File: src/shared/rps_pkg.sv
package rps_pkg;

    // ==============================================================
    // Clock and timing
    localparam int CLK_KHZ = 250_000;
    localparam int BIAS_MS = 24;
    localparam int DEGLITCH_MS = 10;
    localparam int MON_PRIO_MS = 35;
    localparam int MON_STD_MS = 235;
    // Pin comparator samples still carry the bias level for this many monitor cycles
    localparam int SYNC_LAG_CYC = 2;
    localparam int BIAS_CYC = BIAS_MS * CLK_KHZ;
    localparam int DEGLITCH_CYC = DEGLITCH_MS * CLK_KHZ;
    localparam int MON_PRIO_CYC = MON_PRIO_MS * CLK_KHZ;
    localparam int MON_STD_CYC = MON_STD_MS * CLK_KHZ;

    // ==============================================================
    // Current thresholds in mA
    localparam logic [12:0] ILIM_KNEE_MA = 13'h012C;
    localparam logic [12:0] ILIM_FIXED_MA = 13'h0190;
    localparam logic [12:0] ILIM_MARGIN_MA = 13'h0032;
    localparam logic [12:0] SYNC_ON_MA = 13'h0078;
    localparam logic [12:0] SYNC_OFF_MA = 13'h0064;

    // ==============================================================
    // Power reporting, mW
    localparam logic [15:0] RPT_MAX_BIAS_MW = 16'h00FA;

    // ==============================================================
    // End-power codes
    localparam logic [7:0] EPT_CHARGE_DONE = 8'h01;
    localparam logic [7:0] EPT_INTERNAL_FAULT = 8'h02;
    localparam logic [7:0] EPT_OVER_TEMP = 8'h03;

    // ==============================================================
    // States
    typedef enum logic [1:0] {RPS_STARTUP, RPS_POWER, RPS_TERMINATE} rps_mode_t;
    typedef enum logic [1:0] {RPS_DIODE, RPS_HALF, RPS_FULL} rps_rect_t;
    typedef enum logic [0:0] {RPS_BIAS, RPS_MONITOR} rps_seq_t;

endpackage
File: src/core/rps_supervisor.sv
`timescale 1ns/100ps
`default_nettype none

// ==============================================================
// Deglitch filter: output follows input after it has held steady
module rps_deglitch #(
    parameter int CYC = 16
) (
    input wire logic clk,
    input wire logic rst,
    input wire logic active,
    input wire logic din,
    output logic dout
);
    logic [31:0] cnt_q;
    logic dout_q;
    wire agree = (din == dout_q);
    wire expire = (cnt_q >= 32'(CYC - 1));

    // Count only while sampling; disagreement outside the window is dropped
    always_ff @(posedge clk) begin
        if (rst || !active || agree) begin
            cnt_q <= 32'h0000_0000;
        end else begin
            cnt_q <= cnt_q + 32'h0000_0001;
        end
    end

    always_ff @(posedge clk) begin
        if (rst) begin
            dout_q <= 1'b0;
        end else if (active && !agree && expire) begin
            dout_q <= din;
        end
    end

    assign dout = dout_q;
endmodule

// ==============================================================
// Receiver supervisor
module rps_supervisor #(
    parameter int BIAS_CYC = rps_pkg::BIAS_CYC,
    parameter int DEGLITCH_CYC = rps_pkg::DEGLITCH_CYC,
    parameter int MON_PRIO_CYC = rps_pkg::MON_PRIO_CYC,
    parameter int MON_STD_CYC = rps_pkg::MON_STD_CYC,
    parameter logic [15:0] RPT_TRIM_MW = 16'h0000
) (
    input wire logic REF_CLK,
    input wire logic RST,
    input wire logic [11:0] LOAD_CURRENT_MA,
    input wire logic RECT_ABOVE_UVLO,
    input wire logic TX_PRESENT,
    input wire logic TEMP_HOT_CMP,
    input wire logic TEMP_COLD_CMP,
    input wire logic CTRL_ABOVE_100MV,
    input wire logic DIE_OVERTEMP,
    input wire logic PRIORITY_PERIOD,
    input wire logic MOD_BIT,
    input wire logic [15:0] OUT_POWER_MW,
    input wire logic [15:0] LOSS_POWER_MW,
    output logic [12:0] CURRENT_LIMIT_MA,
    output logic RECT_HALF_SYNC,
    output logic RECT_FULL_SYNC,
    output logic TEMP_BIAS_WINDOW,
    output logic TEMP_CTRL_PIN_O,
    output logic TEMP_CTRL_PIN_OE,
    output logic TEMP_HOT,
    output logic TEMP_COLD,
    output logic EXT_CTRL_FLAG,
    output logic FAULT_IND,
    output logic CHARGE_DONE_IND,
    output logic REG_ENABLE,
    output logic EPT_VALID,
    output logic [7:0] EPT_CODE,
    output logic [15:0] RX_POWER_MW,
    output logic MODULATION_SWITCH_A,
    output logic MODULATION_SWITCH_B,
    output logic [1:0] MODE
);

    // ==============================================================
    // Input synchronisers: every input pin but REF_CLK and RST passes two flops
    logic [11:0] iout_m_q, iout_q;
    logic [15:0] pout_m_q, pout_q, ploss_m_q, ploss_q;
    logic [8:0] bits_m_q, bits_q;

    always_ff @(posedge REF_CLK) begin
        iout_m_q <= LOAD_CURRENT_MA;
        iout_q <= iout_m_q;
        pout_m_q <= OUT_POWER_MW;
        pout_q <= pout_m_q;
        ploss_m_q <= LOSS_POWER_MW;
        ploss_q <= ploss_m_q;
        bits_m_q <= {RECT_ABOVE_UVLO, TX_PRESENT, TEMP_HOT_CMP, TEMP_COLD_CMP,
            CTRL_ABOVE_100MV, DIE_OVERTEMP, PRIORITY_PERIOD, MOD_BIT, 1'b0};
        bits_q <= bits_m_q;
    end

    wire uvlo_ok = bits_q[8];
    wire present = bits_q[7];
    wire hot_raw = bits_q[6];
    wire cold_raw = bits_q[5];
    wire ctrl_hi = bits_q[4];
    wire die_hot = bits_q[3];
    wire prio = bits_q[2];
    wire mod_bit = bits_q[1];
    wire [12:0] iout = {1'b0, iout_q};

    // ==============================================================
    // Adaptive communication limit
    wire [12:0] ilim_d = (iout < rps_pkg::ILIM_KNEE_MA) ? rps_pkg::ILIM_FIXED_MA
        : iout + rps_pkg::ILIM_MARGIN_MA;
    logic [12:0] ilim_q;

    always_ff @(posedge REF_CLK) begin
        if (RST) ilim_q <= rps_pkg::ILIM_FIXED_MA;
        else ilim_q <= ilim_d;
    end

    // ==============================================================
    // Rectifier mode with hysteresis between 100 and 120 mA
    rps_pkg::rps_rect_t rect_q, rect_d;
    logic half_q, full_q;
    // Mode pins are registered from the next state so they track rect_q without decode
    wire half_d = (rect_d == rps_pkg::RPS_HALF);
    wire full_d = (rect_d == rps_pkg::RPS_FULL);

    always_comb begin
        rect_d = rect_q;
        unique case (rect_q)
            rps_pkg::RPS_DIODE: if (uvlo_ok) rect_d = rps_pkg::RPS_HALF;
            rps_pkg::RPS_HALF: if (iout > rps_pkg::SYNC_ON_MA) rect_d = rps_pkg::RPS_FULL;
            rps_pkg::RPS_FULL: if (iout < rps_pkg::SYNC_OFF_MA) rect_d = rps_pkg::RPS_HALF;
            default: rect_d = rps_pkg::RPS_DIODE;
        endcase
        if (!uvlo_ok) rect_d = rps_pkg::RPS_DIODE;
    end

    always_ff @(posedge REF_CLK) begin
        if (RST) begin
            rect_q <= rps_pkg::RPS_DIODE;
            half_q <= 1'b0;
            full_q <= 1'b0;
        end else begin
            rect_q <= rect_d;
            half_q <= half_d;
            full_q <= full_d;
        end
    end

    // ==============================================================
    // Sampling sequence: bias window, then control-pin monitor, repeat
    rps_pkg::rps_seq_t seq_q;
    logic [31:0] seq_cnt_q;
    logic [31:0] mon_len_q;
    logic bias_q;
    wire bias_end = (seq_q == rps_pkg::RPS_BIAS) && (seq_cnt_q == 32'(BIAS_CYC - 1));
    wire mon_end = (seq_q == rps_pkg::RPS_MONITOR) && (seq_cnt_q == mon_len_q - 32'h0000_0001);
    wire [31:0] mon_len_d = prio ? 32'(MON_PRIO_CYC) : 32'(MON_STD_CYC);

    // Length is latched at the monitor start so a mid-period change cannot truncate it
    always_ff @(posedge REF_CLK) begin
        if (RST) begin
            seq_q <= rps_pkg::RPS_BIAS;
            seq_cnt_q <= 32'h0000_0000;
            mon_len_q <= 32'(MON_STD_CYC);
            bias_q <= 1'b1;
        end else if (bias_end) begin
            seq_q <= rps_pkg::RPS_MONITOR;
            seq_cnt_q <= 32'h0000_0000;
            mon_len_q <= mon_len_d;
            bias_q <= 1'b0;
        end else if (mon_end) begin
            seq_q <= rps_pkg::RPS_BIAS;
            seq_cnt_q <= 32'h0000_0000;
            bias_q <= 1'b1;
        end else begin
            seq_cnt_q <= seq_cnt_q + 32'h0000_0001;
        end
    end

    wire in_bias = (seq_q == rps_pkg::RPS_BIAS);
    wire in_mon = (seq_q == rps_pkg::RPS_MONITOR);
    // The synchronised pin still shows our own bias drive for the first monitor cycles
    wire mon_settled = in_mon && (seq_cnt_q >= 32'(rps_pkg::SYNC_LAG_CYC));

    // ==============================================================
    // Temperature and pin-ground comparators, deglitched only while biased
    logic hot_f, cold_f, gnd_f;

    rps_deglitch #(.CYC(DEGLITCH_CYC)) u_hot (
        .clk(REF_CLK), .rst(RST), .active(in_bias), .din(hot_raw), .dout(hot_f));
    rps_deglitch #(.CYC(DEGLITCH_CYC)) u_cold (
        .clk(REF_CLK), .rst(RST), .active(in_bias), .din(cold_raw), .dout(cold_f));
    // A host holding the pin at ground reads as below 100 mV even with bias on
    rps_deglitch #(.CYC(DEGLITCH_CYC)) u_gnd (
        .clk(REF_CLK), .rst(RST), .active(in_bias), .din(!ctrl_hi), .dout(gnd_f));

    // ==============================================================
    // External control detection and host indications
    logic ext_q, fault_q, done_q;
    rps_pkg::rps_mode_t mode_q, mode_d;
    wire ext_set = mon_settled && ctrl_hi;

    always_ff @(posedge REF_CLK) begin
        if (RST) begin
            ext_q <= 1'b0;
            fault_q <= 1'b0;
            done_q <= 1'b0;
        end else if (mode_q == rps_pkg::RPS_STARTUP) begin
            ext_q <= 1'b0;
            fault_q <= 1'b0;
            done_q <= 1'b0;
        end else begin
            ext_q <= ext_q | ext_set;
            done_q <= done_q | ext_set;
            fault_q <= fault_q | gnd_f;
        end
    end

    // ==============================================================
    // Mode machine and end-power message
    logic [7:0] ept_code_q, ept_code_d;
    logic ept_valid_q;
    wire terminate_req = die_hot || ext_set || gnd_f || hot_f || cold_f;

    // Internal fault outranks the host request and the thermistor
    assign ept_code_d = die_hot ? rps_pkg::EPT_INTERNAL_FAULT
        : ext_set ? rps_pkg::EPT_CHARGE_DONE
        : rps_pkg::EPT_OVER_TEMP;

    always_comb begin
        mode_d = mode_q;
        unique case (mode_q)
            rps_pkg::RPS_STARTUP: if (present && uvlo_ok) mode_d = rps_pkg::RPS_POWER;
            rps_pkg::RPS_POWER: begin
                if (!present || !uvlo_ok || terminate_req) mode_d = rps_pkg::RPS_TERMINATE;
            end
            rps_pkg::RPS_TERMINATE: if (!uvlo_ok) mode_d = rps_pkg::RPS_STARTUP;
            default: mode_d = rps_pkg::RPS_STARTUP;
        endcase
    end

    wire send_ept = (mode_q == rps_pkg::RPS_POWER) && present && uvlo_ok && terminate_req;

    always_ff @(posedge REF_CLK) begin
        if (RST) begin
            mode_q <= rps_pkg::RPS_STARTUP;
            ept_valid_q <= 1'b0;
            ept_code_q <= 8'h00;
        end else begin
            mode_q <= mode_d;
            ept_valid_q <= send_ept;
            if (send_ept) ept_code_q <= ept_code_d;
        end
    end

    // ==============================================================
    // Received power and modulation
    // Two carry bits: three full-scale terms would wrap a 17-bit sum
    wire [17:0] rx_sum = {2'b00, pout_q} + {2'b00, ploss_q} + {2'b00, RPT_TRIM_MW};
    logic [15:0] rx_pwr_q;
    logic mod_q, reg_en_q;
    wire talking = (mode_q != rps_pkg::RPS_TERMINATE) && uvlo_ok;

    always_ff @(posedge REF_CLK) begin
        if (RST) begin
            rx_pwr_q <= 16'h0000;
            mod_q <= 1'b0;
            reg_en_q <= 1'b0;
        end else begin
            rx_pwr_q <= (rx_sum[17:16] != 2'b00) ? 16'hFFFF : rx_sum[15:0];
            mod_q <= talking && mod_bit;
            reg_en_q <= (mode_d == rps_pkg::RPS_POWER) && !die_hot;
        end
    end

    // ==============================================================
    // Outputs, all flop driven
    assign CURRENT_LIMIT_MA = ilim_q;
    assign RECT_HALF_SYNC = half_q;
    assign RECT_FULL_SYNC = full_q;
    assign TEMP_BIAS_WINDOW = bias_q;
    assign TEMP_CTRL_PIN_O = bias_q;
    assign TEMP_CTRL_PIN_OE = bias_q;
    assign TEMP_HOT = hot_f;
    assign TEMP_COLD = cold_f;
    assign EXT_CTRL_FLAG = ext_q;
    assign FAULT_IND = fault_q;
    assign CHARGE_DONE_IND = done_q;
    assign REG_ENABLE = reg_en_q;
    assign EPT_VALID = ept_valid_q;
    assign EPT_CODE = ept_code_q;
    assign RX_POWER_MW = rx_pwr_q;
    assign MODULATION_SWITCH_A = mod_q;
    assign MODULATION_SWITCH_B = mod_q;
    assign MODE = mode_q;
endmodule

`default_nettype wire

File: config.mk
export PLATFORM = sky130hd
export DESIGN_NAME = rps_supervisor
export DESIGN_NICKNAME = d
export VERILOG_FILES = /design/src/shared/rps_pkg.sv /design/src/core/rps_supervisor.sv
export SDC_FILE = /design/constraint.sdc
export NUM_CORES = 1
export LEC_CHECK = 0
export ABC_AREA = 1
export BUFFER_PORTS_ARGS = -buffer_cell sky130_fd_sc_hd__buf_2
export CORE_ASPECT_RATIO = 0.7
export CORE_UTILIZATION = 50
export CTS_BUF_LIST = sky130_fd_sc_hd__clkbuf_8
export DETAILED_ROUTE_END_ITERATION = 8
export PLACE_DENSITY = 0.75
export SYNTH_ARGS = -nofsm -noshare
export SYNTH_HDL_FRONTEND = slang
export SYNTH_HIERARCHICAL = 1
export SYNTH_SLANG_ARGS = --single-unit
File: constraint.sdc
create_clock -name REF_CLK -period 2.5 [get_ports REF_CLK]
set_clock_uncertainty 0.2 [all_clocks]
set_input_delay 0.125 -clock REF_CLK [delete_from_list [all_inputs] [get_ports REF_CLK]]
set_output_delay 0.125 -clock REF_CLK [all_outputs]
set_load 0.005 [all_outputs]
# Word-level counts from Yosys, hierarchy flattened
# Cells that the tools add are included.
[word_totals]
ff_bits = 318
in_bits = 54
word_cells = 119
out_inout_bits = 53
[op_classes]
bitwise = 4
n_mux = 16
n_lt_le_gt_ge = 7
addsub = 7
n_reduce_logical = 41
n_eq_ne = 13
[ops]
columns = ["cell", "n"]
rows = [
  ["adder 32 x 1 -> 32 bit, second input constant", 4],
  ["greater-or-equal comparator 32 x 22 -> 1 bit, second input constant", 3],
  ["== test 32 x 23 -> 1 bit, second input constant", 1],
  ["== test 32 bit", 1],
  ["greater-or-equal comparator 32 x 2 -> 1 bit, second input constant", 1],
  ["subtractor 32 x 1 -> 32 bit, second input constant", 1],
  ["2-to-1 mux 26 bit", 1],
  ["adder 16 x 16 -> 17 bit", 1],
  ["logical AND 1 bit", 17],
  ["2-to-1 mux 16 bit", 1],
  ["2-to-1 mux 2 bit", 8],
  ["adder 12 x 6 -> 13 bit, second input constant", 1],
  ["> comparator 12 x 7 -> 1 bit, second input constant", 1],
  ["less-than comparator 12 x 7 -> 1 bit, second input constant", 1],
  ["less-than comparator 12 x 9 -> 1 bit, second input constant", 1],
  ["one-hot mux 2 bit (3 select lines)", 2],
  ["logical OR 1 bit", 10],
  ["== test 2 x 1 -> 1 bit, second input constant", 4],
  ["zero test 1 bit", 7],
  ["== test 2 bit, second input constant", 3],
  ["zero test 2 bit", 2],
  ["2-to-1 mux 1 bit", 4],
  ["nonzero test 2 bit", 2],
  ["OR reduction 2 bit", 2],
  ["5 further kinds", 9],
]

# Logic depth before layout (Yosys ltp)
# Gate-level depths: netlist of the first run.
[depth]
depth_word = 12
depth_mapped = 12

# By module
# Netlist of the first run, hierarchy kept.
[by_module_without_submodules]
columns = ["mod", "instances", "seq_area_each_um2", "cells_per_inst", "area_per_inst_um2"]
rows = [
  ["rps_supervisor", 1, 3663.5, 784, 6723.9],
  ["rps_deglitch", 3, 660.6, 270, 1808.0],
]

# Least setup slack after synthesis of the first run
# No wires, ideal clock.
[synth_timing]
path_type = "reg-to-reg"
from = "register pout_q[0]"
to = "register rx_pwr_q[14] (netlist: RX_POWER_MW[14])"
slack_ns = 0.462
synth_period_minus_slack_ns = 2.038
n_path_buf = 1
t_arrival_ns = 1.781
setup_time_ns = 0.057
path_stages_with_launch = 12
required_ns = 2.243
path_cell_list = "dfxtp_1 ha_1 inv_1 fa_1 o21ai_1 nand2_1 nand2_1 a21oi_2 buf_2 nand3_1 nand2_1 inv_1"
[synth_between]
elab_chain_cells = 3
[synth_rtl]
columns = ["item", "line_no", "source"]
rows = [
  ["start, declared", "rps_supervisor.sv:85", "logic [15:0] pout_m_q, pout_q, ploss_m_q, ploss_q;"],
  ["start signal, assigned", "rps_supervisor.sv:92", "pout_q <= pout_m_q;"],
  ["adder 16 x 16 -> 17 bit (*)", "rps_supervisor.sv:262", "wire [17:0] rx_sum = {2'b00, pout_q} + {2'b00, ploss_q} + {2'b00, RPT_TRIM_MW};"],
  ["nonzero test 2 bit", "rps_supervisor.sv:273", "rx_pwr_q <= (rx_sum[17:16] != 2'b00) ? 16'hFFFF : rx_sum[15:0];"],
  ["2-to-1 mux 16 bit (*)", "rps_supervisor.sv:273", ""],
  ["end signal, assigned", "rps_supervisor.sv:273", ""],
  ["end, declared", "rps_supervisor.sv:263", "logic [15:0] rx_pwr_q;"],
]
# Every way passes the cells marked *; elsewhere a longest branch is shown, timed or not.
# A chain may end at the register's enable or synchronous reset.

# Final worst setup path of the first run
[layout_timing]
from = "register pout_q[9]"
to = "register rx_pwr_q[4] (netlist: RX_POWER_MW[4])"
[layout_between]
elab_chain_cells = 3
[layout_rtl]
columns = ["item", "line_no"]
rows = [
  ["adder 16 x 16 -> 17 bit", "rps_supervisor.sv:262"],
  ["nonzero test 2 bit", "rps_supervisor.sv:273"],
  ["2-to-1 mux 16 bit", "rps_supervisor.sv:273"],
]
# Every way passes these cells.

==> results of run 1 <==
synthesized netlist by cell type, types with 4 or more instances:
| cell type | instances | share of area |
|---|---|---|
| o21ai_1 | 6 | 0.0025 |
| nand2_1 | 337 | 0.10 |
| ha_1 | 22 | 0.023 |
| xnor2_1 | 21 | 0.015 |
| inv_1 | 186 | 0.057 |
| buf_2 | 4 | 0.0016 |
| dfxtp_1 | 282 | 0.46 |
| nor2_1 | 218 | 0.067 |
| buf_4 | 17 | 0.011 |
| clkbuf_1 | 10 | 0.0031 |
| nor3b_1 | 5 | 0.0031 |
| or2_0 | 6 | 0.0031 |
| o21bai_1 | 4 | 0.0025 |
| nor2_2 | 14 | 0.0072 |
| nor4_1 | 7 | 0.0036 |
| buf_6 | 4 | 0.0037 |
| a31oi_1 | 7 | 0.0036 |
| nand3_1 | 78 | 0.032 |
| o21ai_0 | 54 | 0.022 |
| nand2_2 | 14 | 0.0072 |
| nand4_1 | 36 | 0.019 |
| nand2_4 | 5 | 0.0046 |
| o21a_1 | 6 | 0.0037 |
| nor3_4 | 6 | 0.0080 |
| nand3b_1 | 8 | 0.0049 |
| nor2_4 | 10 | 0.0093 |
| xor2_1 | 29 | 0.021 |
| a21oi_1 | 99 | 0.041 |
| nor3_2 | 8 | 0.0066 |
| nor3_1 | 56 | 0.023 |
| clkinv_1 | 4 | 0.0012 |
| inv_2 | 7 | 0.0022 |
power breakdown:
part           switching, uW  internal [uW]
Sequential              85.1           4650
Clock                   1850           2480
Combinational            341            310
cell usage in the layout (no fill, tap or decap), types with 4 or more instances in the layout:
cell and count:
nand3b_1 8, nor3_1 56, clkinv_1 4, nand4_1 36
or2_0 6, nor2_1 218, a21oi_1 99, inv_1 194
nor4_1 7, o21bai_1 4, nand2_4 5, inv_2 7
nand2_2 14, o21ai_0 54, nor3_4 6, dlygate4sd3_1 103
ha_1 22, buf_4 5, o21ai_1 6, nand3_1 78
nor2_4 10, o21a_1 6, nor2_2 14, nor3_2 8
clkinv_2 11, buf_2 100, conb_1 6, nand2_1 337
xnor2_1 21, dfxtp_1 282, xor2_1 29, bufinv_16 7
clkbuf_8 47, nor3b_1 5, a31oi_1 7
stage by stage:
step / utilization / hold WS, ns / cell area (um^2)
global placement: 0.5427 / 0.02761 / 12890
floorplan: - / -0.04728 / 12170
global route: 0.6277 / 0.03095 / 14910
finish: 0.6277 / 0.03194 / 14910
CTS: 0.6271 / 0.008471 / 14900
detailed placement: 0.5427 / 0.02857 / 12890
flip-flops by register name (all words and copies together) (netlist names), 2 cells and up:
signal / cells
mon_len_q: 2
ploss_q: 16
seq_cnt_q: 32
EPT_CODE: 2
u_cold/cnt_q: 32
bits_m_q: 8
iout_m_q: 12
u_gnd/cnt_q: 32
bits_q: 8
ploss_m_q: 16
pout_q: 16
iout_q: 12
MODE: 2
pout_m_q: 16
u_hot/cnt_q: 32
CURRENT_LIMIT_MA: 13
RX_POWER_MW: 16
rect_q: 2
metal layers:
layer  global-route usage  part of all wire  vias up
li1                     -                 -     5574
met1               0.3366              0.46     5000
met2               0.3987              0.44      408
met3              0.04828             0.069       78
met4               0.1030             0.033        0
met5                    0                 0        -
repair_timing:
action | CTS | global route
resized for setup | 0 | 1
endpoints found under the hold margin | 78 | 0
hold buffers | 103 | 0
setup endpoints to repair | 0 | 4
logic make-up after synthesis:
kind of cell | after synthesis | synth area share
buffers and inverters | 232 | 0.07982
DFF | 282 | 0.4647
other | 1 | 0.0003087
adders and majority gates | 23 | 0.02431
AOI/OAI and AO/OA | 189 | 0.08384
and+or+nand+nor | 817 | 0.3109
xor gates and xnor gates | 50 | 0.03605
worst max path at each step:
stage / slack, ns / end / from
5_1_grt: 0.06 / RX_POWER_MW[3] / pout_q[9]
4_1_cts: 0.17 / RX_POWER_MW[4] / pout_q[9]
3_3_place_gp: 0.25 / RX_POWER_MW[0] / pout_q[7]
6_report: 0.24 / RX_POWER_MW[4] / pout_q[9]
3_5_place_dp: 0.17 / RX_POWER_MW[4] / pout_q[9]
2_1_floorplan: 0.46 / RX_POWER_MW[14] / pout_q[0]
layout make-up:
type                            count  area [um^2]  share of cell area
Clock inverter                     30        329.1             0.02207
Multi-Input combinational cell   1085         5559              0.3728
Sequential cell                   282         5645              0.3786
Inverter                          197        739.5             0.04959
Tap cell                          318        397.9             0.02668
Antenna cell                        2        5.005           0.0003356
Clock buffer                       47        646.9             0.04338
Timing Repair Buffer              209         1589              0.1066
==> flow_metrics.env, run 1 <==
export IMPL_drv_slew=0
export IMPL_synth_edf_count=0
export IMPL_min_to="bits_m_q[1]"
export IMPL_fin_crit_ns=2.255
export IMPL_synthFlopType="dfxtp_1"
export IMPL_cp_required_ns=2.76
export IMPL_cts_setup_buffers=0
export IMPL_clock_latency_ns=0.57
export IMPL_grt_overflow_total=0
export IMPL_start_util=0.5113
export IMPL_worstSetupPathType="reg -> reg"
export IMPL_ys_types=45
export IMPL_ys_seq_area_frac=0.4647
export IMPL_cts_root_buf="clkbuf_8"
export IMPL_critPathArrivalTime_ns=2.52
export IMPL_slowest_stage="ha_1"
export IMPL_place_hpwl_um=21410
export IMPL_antenna_found_initial=2
export IMPL_place_inst=1988
export IMPL_min_from="MOD_BIT"
export IMPL_vias=11060
export IMPL_dp_worst_setup_slack_ns=0.1736
export IMPL_grt_pass1_vias=10560
export IMPL_grt_pass1_wl_um=50780
export IMPL_hold_class="in -> reg"
export IMPL_ys_seq_elements=282
export IMPL_drt_pass1_iter_count=5
export IMPL_min_path_cells=2
export IMPL_die_width_um=188.3
export IMPL_fillerInstances=2071
export IMPL_finalHoldViolations=0
export IMPL_numCtsBuffers=42
export IMPL_dieArea_um2=24930
export IMPL_io_buffer_count=100
export IMPL_grt_usage=0.2512
export IMPL_area_growth_pct=22.75
export IMPL_relSlewSlack=0.5701
export IMPL_yosysWarnings=6
export IMPL_syn_inst=1594
export IMPL_routedWlPerCell_um=14.32
export IMPL_cts_num_sinks=282
export IMPL_syn_area_per_cell_um2=7.621
export IMPL_cts_tree="done"
export IMPL_path_cells="ha_1 -> a21oi_1 -> o21ai_1 -> nand2_1 -> nand2_1 -> a21oi_4 -> inv_1 -> o21ai_0 -> inv_1"
export IMPL_cellPowerDensity_nw_per_um2=651.5
export IMPL_drive_above_1_share=0.1335
export IMPL_core_um2=23760
export IMPL_path_delay_family="compound AO/OA/AOI/OAI gates"
export IMPL_layout_cells_non_filler=2170
export IMPL_drc=0
export IMPL_fp_dieH_um=132.4
export IMPL_endpoint_kind="flip-flop"
export IMPL_reg2regPathDepth=9
export IMPL_row_count=47
export IMPL_cts_max_level=2
export IMPL_cp_max_fo=13
export IMPL_setup_viol=0
export IMPL_async_reset_ff_frac=0
export IMPL_timing_final_crit_share=0.9022
export IMPL_via_per_inst=5.097
export IMPL_timing_rr_start="pout_q[9]"
export IMPL_slowest_delay_ns=0.36
export IMPL_fmax_ghz=0.4434
export IMPL_wirelength_um=31070
export IMPL_gp_congestion=0.9875
export IMPL_synth_area_um2=12150
export IMPL_p_leak_uw=0.006276
export IMPL_worstMarginPinSlew_ns=0.6390
export IMPL_path_clk_slew_ns=0.07
export IMPL_ios=107
export IMPL_r2r_end="RX_POWER_MW[4]"
export IMPL_reg2reg_slack_ns=0.24
export IMPL_start_kind="flip-flop"
export IMPL_power_uw=9714
export IMPL_grt_start_max_net_pins=33
export IMPL_status="finished, final reports clean"
export IMPL_setup_tns_ns=0
export IMPL_cts_max_path_buffers=3
export IMPL_fin_ws_ns=0.2445
export IMPL_ant_nets=0
export IMPL_cp_num_buf_inv=2
export IMPL_path_depth=9
export IMPL_fin_nets=1894
export IMPL_rsz0062_at_grt="false"
export IMPL_drt_initial_drc_count=953
export IMPL_maxCapViolCount=0
export IMPL_ir_worst_vdd_uv=541.0
(Power assumes the default switching activity.)
==> inputs of run 2 (changes only) <==
--- a/config.mk
+++ b/config.mk
@@ -8,6 +8,7 @@
 export ABC_AREA = 1
 export BUFFER_PORTS_ARGS = -buffer_cell sky130_fd_sc_hd__buf_2
 export CORE_ASPECT_RATIO = 0.7
+export CORE_MARGIN = 3
 export CORE_UTILIZATION = 50
 export CTS_BUF_LIST = sky130_fd_sc_hd__clkbuf_8
 export DETAILED_ROUTE_END_ITERATION = 8
==> run 2 against run 1 <==
Effect of this change: die area grew 5.2%; maximum frequency grew 1.4%; clock power shrank 5.5%; global-route usage shrank 1.6 points; final area shrank 0.76%; setup slack gained 0.030 ns; sequential power is essentially flat; sequential share of layout area grew 0.29 points; utilization shrank 0.47 points; combinational power is essentially flat; critical path type unchanged; largest cell class unchanged; largest power group unchanged; highest routed layer unchanged.
==> flow_metrics.env, run 2 (synthesis gave the netlist of run 1 again) <==
export IMPL_status="finished, final reports clean"
export IMPL_drt_initial_drc_count=807
export IMPL_grt_pass1_wl_um=50290
export IMPL_cts_tree="done"
export IMPL_maxCapViolCount=0
export IMPL_grt_start_max_net_pins=33
export IMPL_gp_congestion=0.9404
export IMPL_final_cell_mix="337 x nand2_1, 282 x dfxtp_1, 218 x nor2_1"
export IMPL_grt_pass1_vias=10530
export IMPL_timing_rr_start="pout_q[7]"
export IMPL_finalHoldViolations=0
export IMPL_ir_worst_vdd_uv=567.0
export IMPL_worstSetupPathType="reg -> reg"
export IMPL_clock_latency_ns=0.55
export IMPL_slowest_stage="a21oi_4"
export IMPL_cp_num_buf_inv=3
export IMPL_slowest_delay_ns=0.37
export IMPL_core_um2=23760
export IMPL_numCtsBuffers=42
export IMPL_worstMarginPinSlew_ns=0.7309
export IMPL_swShare=0.2364
export IMPL_hold_class="in -> reg"
export IMPL_fin_crit_ns=2.225
export IMPL_mostFrequentLayoutCell="nand2_1"
export IMPL_grt_overflow_total=0
export IMPL_cts_root_buf="clkbuf_8"
export IMPL_drc=0
export IMPL_combPwrFrac=0.069
export IMPL_die_width_um=192.3
export IMPL_drt_pass1_iter_count=6
export IMPL_rsz0062_at_grt="false"
export IMPL_cp_common_cell="inv_1"
export IMPL_path_cells="ha_1 -> a21oi_1 -> o21ai_0 -> inv_1 -> nand2_1 -> a21oi_4 -> inv_1 -> o21ai_0 -> inv_1"
export IMPL_ant_nets=0
export IMPL_relSlewSlack=0.5082
export IMPL_timing_final_crit_share=0.8901
export IMPL_start_kind="flip-flop"
export IMPL_power_clock_fraction=0.432
export IMPL_critPathLaunch="pout_q[7]"
export IMPL_antenna_found_initial=1
export IMPL_ios=107
export IMPL_critPathArrivalTime_ns=2.47
export IMPL_io_buffer_count=100
export IMPL_layout_cells_non_filler=2163
export IMPL_internal_power_uw=7223
export IMPL_cts_max_level=2
export IMPL_start_util=0.5113
export IMPL_fin_nets=1889
export IMPL_cts_max_path_buffers=3
export IMPL_path_delay_family="compound AO/OA/AOI/OAI gates"
export IMPL_place_inst=1989
export IMPL_row_count=47
export IMPL_seqPwrFrac=0.499
export IMPL_wirelength_um=30230
export IMPL_setup_viol=0
export IMPL_dieArea_um2=26230
export IMPL_fp_dieH_um=136.4
export IMPL_vias=10890
export IMPL_routedWlPerCell_um=13.98
export IMPL_p_leak_uw=0.006229
export IMPL_reg2reg_slack_ns=0.27
export IMPL_place_hpwl_um=21320
export IMPL_drive_above_1_share=0.1334
export IMPL_path_clk_slew_ns=0.07
export IMPL_cts_num_sinks=282
export IMPL_cp_required_ns=2.74
export IMPL_min_from="LOAD_CURRENT_MA[6]"
export IMPL_fillerInstances=2124
export IMPL_setup_tns_ns=0
export IMPL_via_per_inst=5.033
export IMPL_endpoint_kind="flip-flop"
export IMPL_grt_usage=0.2347
export IMPL_switching_power_uw=2236
export IMPL_drv_slew=0
export IMPL_fmax_ghz=0.4494
export IMPL_cts_setup_buffers=0
export IMPL_cellPowerDensity_nw_per_um2=639.2
export IMPL_cp_max_fo=13
export IMPL_area_growth_pct=21.83
run 2: final cells by class:
| cell class | instances | area, um^2 | share of cell area |
|---|---|---|---|
| timing repair buffer | 204 | 1536 | 0.1038 |
| tap | 318 | 397.9 | 0.02689 |
| clock buffer | 47 | 646.9 | 0.04371 |
| inverter | 197 | 739.5 | 0.04997 |
| sequential | 282 | 5645 | 0.3815 |
| clock inverter | 29 | 271.5 | 0.01835 |
| antenna | 1 | 2.502 | 0.0001691 |
| multi-input combinational | 1085 | 5559 | 0.3756 |
run 2: power groups by stage:
stage,clock network (uW),registers (uW),logic [uW]
finish,4090,4720,650
floorplan,0,4800,331
global route,4380,4730,727
global placement,0,4820,504
CTS,4160,4720,633
detailed placement,0,4820,518
run 2: routing by layer:
metal / global-route usage / routed length, um
met1: 0.3179 / 14120
met2: 0.3831 / 13640
met3: 0.04562 / 1829
met5: 0 / 0
met4: 0.06753 / 641
run 2: repair_timing:
| item | CTS | global route |
|---|---|---|
| endpoints found under the hold margin | 78 | 0 |
| hold buffers | 97 | 0 |
| gates resized for setup | 0 | 1 |
| endpoints found under the setup margin | 0 | 4 |
run 2: per-stage QoR:
| step | util | worst slack [ns] | hold slack [ns] | area [um^2] | power [uW] |
|---|---|---|---|---|---|
| 2_1_floorplan | - | 0.4624 | -0.04728 | 12170 | 5127 |
| 3_3_place_gp | 0.5430 | 0.2393 | 0.02701 | 12900 | 5323 |
| 3_5_place_dp | 0.5430 | 0.1814 | 0.02858 | 12900 | 5339 |
| 4_1_cts | 0.6225 | 0.1541 | 0.001335 | 14790 | 9519 |
| 5_1_grt | 0.6229 | 0.05514 | 0.003490 | 14800 | 9841 |
| 6_report | 0.6229 | 0.2748 | 0.02221 | 14800 | 9459 |
run 2: worst paths after layout:
check | depth (start not counted) | endpoint
min reg2reg | 0 | iout_q[2]
max | 9 | RX_POWER_MW[2]
max reg2reg | 9 | RX_POWER_MW[2]
min | 2 | iout_m_q[6]
